### config.mk
export PLATFORM = sky130hd
export DESIGN_NAME = fssc_top
export DESIGN_NICKNAME = d
export VERILOG_FILES = /design/src/fssc_pkg.sv /design/src/fssc_key.sv /design/src/fssc_top.sv
export SDC_FILE = /design/constraint.sdc
export NUM_CORES = 1
export LEC_CHECK = 0
export ABC_AREA = 1
export BUFFER_PORTS_ARGS = -buffer_cell sky130_fd_sc_hd__buf_4
export CORE_ASPECT_RATIO = 2
export CORE_MARGIN = 2
export CORE_UTILIZATION = 31
export CTS_CLUSTER_SIZE = 8
export DETAILED_ROUTE_END_ITERATION = 10
export GPL_ROUTABILITY_DRIVEN = 0
export GPL_TIMING_DRIVEN = 0
export PLACE_DENSITY = 0.57
export SLEW_MARGIN = 30
export SYNTH_ARGS = -nofsm -noshare
export SYNTH_HDL_FRONTEND = slang
export SYNTH_SLANG_ARGS = --single-unit
### constraint.sdc
create_clock -name i_clk -period 2.4 [get_ports i_clk]
set_input_delay 0.12 -clock i_clk [delete_from_list [all_inputs] [get_ports i_clk]]
set_output_delay 0.12 -clock i_clk [all_outputs]
set_load 0.005 [all_outputs]
### src/fssc_pkg.sv
// Constants and state types for the flash store security control block.
// Assumes an 8-bit special-function register bus and a 16-bit move-write address.
package fssc_pkg;
   localparam int          ADDR_W        = 16;
   localparam int          PAGE_LSB      = 9;
   localparam int          PAGE_W        = ADDR_W - PAGE_LSB;
   localparam logic [7:0]  PROGRAM_STORE_CONTROL_ADDR    = 8'h8f;
   localparam logic [7:0]  KEY_ADDR      = 8'hb7;
   localparam logic [7:0]  KEY_FIRST     = 8'ha5;
   localparam logic [7:0]  KEY_SECOND    = 8'hf1;
   localparam int          WE_BIT        = 0;
   localparam int          EE_BIT        = 1;
   localparam logic [7:0]  LOCK_NONE     = 8'hff;
   localparam logic [7:0]  RDATA_ZERO    = 8'h00;
   localparam logic [5:0]  UNUSED_ZERO   = 6'h00;
   localparam logic [1:0]  DBG_WRITE     = 2'h0;
   localparam logic [1:0]  DBG_PAGE_ERASE = 2'h1;
   localparam logic [1:0]  DBG_DEV_ERASE = 2'h2;

   typedef enum logic [3:0] {
      FSSC_KEY_IDLE   = 4'h1,
      FSSC_KEY_FIRST  = 4'h2,
      FSSC_KEY_OPEN   = 4'h4,
      FSSC_KEY_DEAD   = 4'h8
   } fssc_key_state_t;

   typedef struct packed {
      fssc_key_state_t state;
      logic            unlocked;
   } fssc_key_st_t;

   typedef struct packed {
      logic              we;
      logic              ee;
      logic [7:0]        lock_byte;
      logic [7:0]        lock_act;
      logic              lock_wr;
      logic              fflag;
      logic              busy;
      logic              xram_wr;
      logic              prog;
      logic              erase;
      logic              dev_erase;
      logic              dbg_taken;
      logic              fault_rst;
      logic [ADDR_W-1:0] addr;
      logic [7:0]        data;
      logic [7:0]        rdata;
   } fssc_st_t;
endpackage

### src/fssc_key.sv
// Unlock key sequencer for flash writes and erases.
// Assumes key writes and operation attempts arrive as one-cycle synchronous pulses.
module fssc_key (
   input  wire logic       i_clk,
   input  wire logic       i_rst_n,
   input  wire logic       i_clear,
   input  wire logic       i_key_wr,
   input  wire logic [7:0] i_key_data,
   input  wire logic       i_consume,
   output logic            o_unlocked
);
   import fssc_pkg::*;

   fssc_key_st_t s_ff;
   fssc_key_st_t nxt_s;

   always_comb begin
      nxt_s = s_ff;
      if (i_clear) begin
         nxt_s.state = FSSC_KEY_IDLE;
      end else if (i_consume) begin
         // An unkeyed attempt locks out until reset; a keyed one re-arms the lock.
         nxt_s.state = (s_ff.state == FSSC_KEY_OPEN) ? FSSC_KEY_IDLE : FSSC_KEY_DEAD;
      end else if (i_key_wr) begin
         case (s_ff.state)
            FSSC_KEY_IDLE: begin
               nxt_s.state = (i_key_data == KEY_FIRST) ? FSSC_KEY_FIRST : FSSC_KEY_DEAD;
            end
            FSSC_KEY_FIRST: begin
               nxt_s.state = (i_key_data == KEY_SECOND) ? FSSC_KEY_OPEN : FSSC_KEY_DEAD;
            end
            FSSC_KEY_OPEN: begin
               nxt_s.state = FSSC_KEY_DEAD;
            end
            default: begin
               nxt_s.state = FSSC_KEY_DEAD;
            end
         endcase
      end
      nxt_s.unlocked = (nxt_s.state == FSSC_KEY_OPEN);
   end

   always_ff @(posedge i_clk or negedge i_rst_n) begin
      if (!i_rst_n) begin
         s_ff <= '{state: FSSC_KEY_IDLE, unlocked: 1'b0};
      end else begin
         s_ff <= nxt_s;
      end
   end

   assign o_unlocked = s_ff.unlocked;
endmodule // fssc_key

### src/fssc_top.sv
// Flash store security control: program-store control register, move-write
// redirection, page erase, page locking and the flash fault reset.
// Assumes all inputs are synchronous to i_clk and that the core stalls while o_cpu_stall is high.
module fssc_top #(
   parameter logic [16:0] USER_BYTES = 17'h03e00
) (
   input  wire logic                        i_clk,
   input  wire logic                        i_rst_n,
   input  wire logic                        i_dev_reset,
   input  wire logic                        i_sfr_wr,
   input  wire logic                        i_sfr_rd,
   input  wire logic [7:0]                  i_sfr_addr,
   input  wire logic [7:0]                  i_sfr_wdata,
   input  wire logic                        i_mw_valid,
   input  wire logic [fssc_pkg::ADDR_W-1:0] i_mw_addr,
   input  wire logic [7:0]                  i_mw_data,
   input  wire logic [fssc_pkg::ADDR_W-1:0] i_pc,
   input  wire logic                        i_dbg_valid,
   input  wire logic [1:0]                  i_dbg_op,
   input  wire logic [fssc_pkg::ADDR_W-1:0] i_dbg_addr,
   input  wire logic [7:0]                  i_dbg_data,
   input  wire logic                        i_flash_done,
   output logic [7:0]                       o_sfr_rdata,
   output logic                             o_xram_wr,
   output logic                             o_flash_prog,
   output logic                             o_flash_erase,
   output logic                             o_flash_dev_erase,
   output logic [fssc_pkg::ADDR_W-1:0]      o_addr,
   output logic [7:0]                       o_data,
   output logic                             o_cpu_stall,
   output logic                             o_irq_hold,
   output logic                             o_dbg_taken,
   output logic                             o_fault_reset,
   output logic                             o_flash_fault_reset_flag,
   output logic                             o_store_write_enable,
   output logic                             o_store_erase_enable
);
   import fssc_pkg::*;

   localparam logic [16:0] PAGE_BYTES = 17'h00200;
   localparam logic [ADDR_W-1:0] LOCK_ADDR  = ADDR_W'(USER_BYTES - 17'h00001);
   localparam logic [PAGE_W-1:0] LOCK_PAGE  = LOCK_ADDR[ADDR_W-1:PAGE_LSB];

   initial begin
      if ((USER_BYTES % PAGE_BYTES) != 17'h0 || USER_BYTES == 17'h0 || USER_BYTES > 17'h10000) begin
         $error("USER_BYTES must be a nonzero multiple of the page size within the address space.");
      end
   end

   fssc_st_t s_ff;
   fssc_st_t nxt_s;
   logic     key_unlocked;
   logic     key_use;
   logic     key_clear;
   logic     key_wr;
   logic     any_lock;
   logic [7:0] npages;

   assign any_lock = (s_ff.lock_act != LOCK_NONE);
   assign npages   = ~s_ff.lock_act;

   function automatic logic page_locked(input logic [ADDR_W-1:0] a);
      logic [PAGE_W-1:0] pg;
      pg = a[ADDR_W-1:PAGE_LSB];
      page_locked = ({1'b0, pg} < npages) || (any_lock && pg == LOCK_PAGE);
   endfunction

   function automatic logic reserved(input logic [ADDR_W-1:0] a);
      reserved = ({1'b0, a} >= USER_BYTES);
   endfunction

   assign key_clear = s_ff.fault_rst || i_dev_reset;
   assign key_wr    = i_sfr_wr && (i_sfr_addr == KEY_ADDR);

   always_comb begin
      logic fw_bad;
      logic dbg_bad;
      fw_bad  = 1'b0;
      dbg_bad = 1'b0;
      nxt_s   = s_ff;
      key_use = 1'b0;
      nxt_s.xram_wr   = 1'b0;
      nxt_s.prog      = 1'b0;
      nxt_s.erase     = 1'b0;
      nxt_s.dev_erase = 1'b0;
      nxt_s.dbg_taken = 1'b0;
      nxt_s.fault_rst = 1'b0;
      nxt_s.rdata     = RDATA_ZERO;
      if (key_clear) begin
         nxt_s.we       = 1'b0;
         nxt_s.ee       = 1'b0;
         nxt_s.busy     = 1'b0;
         nxt_s.lock_act = s_ff.lock_byte;
         nxt_s.fflag    = s_ff.fault_rst;
      end else begin
         if (s_ff.busy && i_flash_done) begin
            nxt_s.busy = 1'b0;
         end
         if (i_sfr_wr && i_sfr_addr == PROGRAM_STORE_CONTROL_ADDR) begin
            nxt_s.we = i_sfr_wdata[WE_BIT];
            nxt_s.ee = i_sfr_wdata[EE_BIT];
         end
         if (i_sfr_rd && i_sfr_addr == PROGRAM_STORE_CONTROL_ADDR) begin
            nxt_s.rdata = {UNUSED_ZERO, s_ff.ee, s_ff.we};
         end
         if (!s_ff.busy && i_mw_valid) begin
            nxt_s.addr = i_mw_addr;
            nxt_s.data = i_mw_data;
            if (!s_ff.we) begin
               nxt_s.xram_wr = 1'b1;
            end else begin
               key_use = 1'b1;
               fw_bad  = reserved(i_mw_addr)
                      || (s_ff.ee && i_mw_addr[ADDR_W-1:PAGE_LSB] == LOCK_PAGE)
                      || (!s_ff.ee && i_mw_addr == LOCK_ADDR && s_ff.lock_wr)
                      || (page_locked(i_mw_addr) && !page_locked(i_pc));
               if (key_unlocked && fw_bad) begin
                  nxt_s.fault_rst = 1'b1;
               end else if (key_unlocked) begin
                  nxt_s.busy  = 1'b1;
                  nxt_s.erase = s_ff.ee;
                  nxt_s.prog  = !s_ff.ee;
                  if (!s_ff.ee && i_mw_addr == LOCK_ADDR) begin
                     nxt_s.lock_byte = s_ff.lock_byte & i_mw_data;
                     nxt_s.lock_wr   = 1'b1;
                  end
               end
            end
         end else if (!s_ff.busy && i_dbg_valid) begin
            nxt_s.dbg_taken = 1'b1;
            nxt_s.addr      = i_dbg_addr;
            nxt_s.data      = i_dbg_data;
            if (i_dbg_op == DBG_DEV_ERASE) begin
               nxt_s.dev_erase = 1'b1;
               nxt_s.busy      = 1'b1;
               nxt_s.lock_byte = LOCK_NONE;
               nxt_s.lock_act  = LOCK_NONE;
               nxt_s.lock_wr   = 1'b0;
            end else begin
               dbg_bad = reserved(i_dbg_addr) || page_locked(i_dbg_addr)
                      || (i_dbg_op == DBG_WRITE && i_dbg_addr == LOCK_ADDR && s_ff.lock_wr)
                      || (i_dbg_op != DBG_WRITE && i_dbg_op != DBG_PAGE_ERASE);
               if (!dbg_bad) begin
                  nxt_s.busy  = 1'b1;
                  nxt_s.erase = (i_dbg_op == DBG_PAGE_ERASE);
                  nxt_s.prog  = (i_dbg_op == DBG_WRITE);
                  if (i_dbg_op == DBG_WRITE && i_dbg_addr == LOCK_ADDR) begin
                     nxt_s.lock_byte = s_ff.lock_byte & i_dbg_data;
                     nxt_s.lock_wr   = 1'b1;
                  end
               end
            end
         end
      end
   end

   always_ff @(posedge i_clk or negedge i_rst_n) begin
      if (!i_rst_n) begin
         s_ff <= '{lock_byte: LOCK_NONE, lock_act: LOCK_NONE, rdata: RDATA_ZERO, default: '0};
      end else begin
         s_ff <= nxt_s;
      end
   end

   fssc_key u_key (
      .i_clk      (i_clk),
      .i_rst_n    (i_rst_n),
      .i_clear    (key_clear),
      .i_key_wr   (key_wr),
      .i_key_data (i_sfr_wdata),
      .i_consume  (key_use),
      .o_unlocked (key_unlocked)
   );

   assign o_sfr_rdata              = s_ff.rdata;
   assign o_xram_wr                = s_ff.xram_wr;
   assign o_flash_prog             = s_ff.prog;
   assign o_flash_erase            = s_ff.erase;
   assign o_flash_dev_erase        = s_ff.dev_erase;
   assign o_addr                   = s_ff.addr;
   assign o_data                   = s_ff.data;
   assign o_cpu_stall              = s_ff.busy;
   assign o_irq_hold               = s_ff.busy;
   assign o_dbg_taken              = s_ff.dbg_taken;
   assign o_fault_reset            = s_ff.fault_rst;
   assign o_flash_fault_reset_flag = s_ff.fflag;
   assign o_store_write_enable     = s_ff.we;
   assign o_store_erase_enable     = s_ff.ee;
endmodule // fssc_top

==> impl_metrics.yaml <==
routing:
  top_layer_used: "met4"
  viasPerCell: 4.743
  detail_route.first_pass.iterations: 4
  totalWireLength_um: 10880
  antenna_left: 0
  met1_length_um: 3738
  routedWlPerCell_um: 14.46
  wl_met2_um: 6131
  wl_met3_um: 559
  drt_iter0_markers: 132
  drc: 0
  num_vias: 3567
clock_tree:
  clk_latency_ns: 0.33
  cts_root_buf: "clkbuf_16"
  clock_sinks: 58
  clkSlewWorstSetupHoldPaths_ns: 0.05
  cts-buffers-inserted: 9
  cts-htree-levels: 3
  cts_setup_buffers: 0
  cts_tree: "yes"
  clockBufferDepth: 2
worst_setup_path:
  crit_top_cell: "nand2_1"
  r2r_start: "s_ff[42]"
  reg2reg_depth: 13
  reg2reg_slack_ns: 0.38
  max_stage_delay_ns: 0.62
  worstPathMaxFanout: 9
  path_cells: "ha_1, o21ai_0, nand2_1, nand2_1, nand2_1, nand2_1, a21oi_1, nand2_1, nand3_1, nand2_2, nand3_4, nand2_1, nand2_1"
  end_kind: "flip-flop"
  startpoint_type: "flip-flop"
  r2r_end: "s_ff[56]"
  path_buf_inv: 0
  arrival_ns: 2.28
  required_ns: 2.66
  cp_top_family: "simple AND/OR/NAND/NOR gates"
  path_class: "flip-flop to flip-flop"
  slowest_stage: "dfstp_2"
pwr:
  p_clk_share_pct: 39.3
  p_sw_uw: 984.3
  power_mw: 3.535
  p_comb_share_pct: 24.6
  intPower_mw: 2.550
  p_sw_share_pct: 27.85
  power_density_nw_per_um2: 693.6
  irDropWorstVdd_mv: 0.3901
  p_leak_nw: 2.555
  power_frac_seq_pct: 36.0
global_routing:
  grt_util_all_layers_pct: 18.12
  grt_pass1_vias: 3649
  grt_max_degree: 59
  antenna_found_initial: 0
  grt_first_pass_wirelength_um: 17600
  grt_overflow_total: 0
final_layout:
  drive_above_1_share_pct: 33.61
  utilization_pct: 43.55
  fill_cells: 1201
  diodes: 0
  area_growth_pct: 38.21
  layout.nets: 710
logic_synthesis:
  synth_edf_count: 0
  syn_inst: 468
  syn_area_um2: 3687
  synth_compound_area_share_pct: 11.61
  ys_types: 38
  synthMuxAreaShare_pct: 1.900
  synth-seq-cells: 58
  synth_top_cell_by_area: "dfrtp_1"
  ys_warn_count: 0
  synth-xor-area-share_pct: 0
  synthSimpleGateAreaFrac_pct: 26.94
  synthTopCellsByCount: "nand2_1 (111), inv_1 (49), nor2_1 (47), dfrtp_1 (41), buf_4 (34)"
  synthAdderAreaFrac_pct: 6.108
  syn_area_per_cell_um2: 7.879
  synth_top_family_by_area: "simple AND/OR/NAND/NOR gates"
  synth_top_area_share_pct: 27.82
  async_flop_share_pct: 100.0
  synth.area.top_cells: "dfrtp_1 (28%), dfstp_2 (12%), nand2_1 (11%), buf_4 (6.9%), ha_1 (6.1%)"
  synth.most_common_cell: "nand2_1"
  ys_seq_area_share_pct: 39.94
  ys.flop_type: "dfrtp_1"
timing:
  fmax_mhz: 493.8
  post-route-period-util_pct: 84.37
  slew_viol_final: 0
  skew_ns: 0.003649
  maxSlewHeadroom_pct: 49.51
  whs_ns: 0.04568
  finalCriticalPeriod_ns: 2.025
  rsz0062_at_grt: "false"
  tns_ns: 0
  finalSetupViolations: 0
  tightest_slew_ns: 0.7574
  final_hold_viol_count: 0
outcome:
  status: "finished clean"
hold_path:
  holdCritStartpoint: "i_sfr_rd"
  min_path_cells: 3
  holdPathEnd: "o_sfr_rdata[0]"
  hp-class: "primary input to flip-flop"
die:
  die_h_um: 158.2
  coreArea_um2: 11700
  io_pins: 133
  num_rows: 56
  die_x_um: 81.12
  start_util_pct: 31.51
  die_area_um2: 12840
place:
  hpwl_um: 8754
  port-buffer-count: 117
run:
  maxCapViolCount: 0
[power by group through the flow]
stage                     sequential, mW  combinational (mW)  clock, mW
after global routing                1.30               0.998       1.46
after floorplan                     1.25               0.518          0
after global placement              1.28               0.860          0
after detailed placement            1.29               0.879          0
final                               1.27               0.871       1.39
after CTS                           1.28               0.886       1.42
[worst min-delay path: cells and delay by family]
| family | cells | cell delay [ns] |
|---|---|---|
| buffers and inverters | 1 | 0.07 |
| AND/OR/NAND/NOR | 2 | 0.14 |
[stage by stage]
stage                     std cells  area (um2)  worst slack [ns]
final                           752        5096            0.3751
after global routing            752        5096            0.1925
after CTS                       752        5096            0.3456
after detailed placement        735        4766            0.3581
after global placement          735        4766            0.3830
after floorplan                 473        3706            0.6942
[cells in the final DEF, fill, tap and decap left out, drive strengths merged, types with 17 or more instances in the layout]
cell type	n
ha	18
inv	52
nand4	17
o21ai	23
nand2	113
nor2	52
a31oi	18
dfrtp	41
buf	157
dfstp	17
[state kept, by name (all words and copies together) (netlist names)]
register	count
o_dbg_taken	1
o_flash_erase	1
o_cpu_stall	1
o_addr	16
o_store_write_enable	1
o_data	8
s_ff	17
o_xram_wr	1
o_flash_fault_reset_flag	1
u_key.o_unlocked	1
u_key.s_ff	4
o_flash_dev_erase	1
o_flash_prog	1
o_store_erase_enable	1
o_fault_reset	1
o_sfr_rdata	2
[area by class of cell]
class / count / area [um2] / share of cell area [%]
Multi-Input combinational cell: 320 / 1739 / 34.13
Sequential cell: 58 / 1473 / 28.90
Timing Repair Buffer: 118 / 888.4 / 17.43
Buffer: 43 / 296.5 / 5.819
Clock buffer: 11 / 242.7 / 4.763
Inverter: 52 / 197.7 / 3.879
Tap cell: 145 / 181.4 / 3.560
Clock inverter: 5 / 77.57 / 1.522
[cell families after synthesis]
logic type / Yosys count
buffers and inverters: 95
flip-flops: 58
AO/OA/AOI/OAI: 71
other: 1
AND/OR/NAND/NOR: 218
adder cells (fa/ha/maj): 18
multiplexers: 7
[worst max-delay path by stage]
stage / start / end / slack, ns / cells after the start
floorplan: s_ff[46] / s_ff[40] / 0.69 / 10
global placement: s_ff[44] / s_ff[53] / 0.38 / 11
detailed placement: s_ff[42] / s_ff[56] / 0.36 / 13
CTS: s_ff[42] / s_ff[56] / 0.35 / 13
global route: s_ff[46] / s_ff[53] / 0.19 / 11
finish: s_ff[42] / s_ff[56] / 0.38 / 13
[repair_timing]
action                                 in CTS  in global routing
endpoints found under the hold margin      41                  0
resized for setup                           0                  0
hold buffers                                1                  0
[layer usage]
layer / vias to the layer above / GRT usage [%]
met5: - / 0
met1: 1642 / 18.28
met2: 111 / 33.61
met3: 28 / 3.649
met4: 0 / 9.847
li1: 1786 / -
No activity file was read; power rests on OpenSTA's default activity.
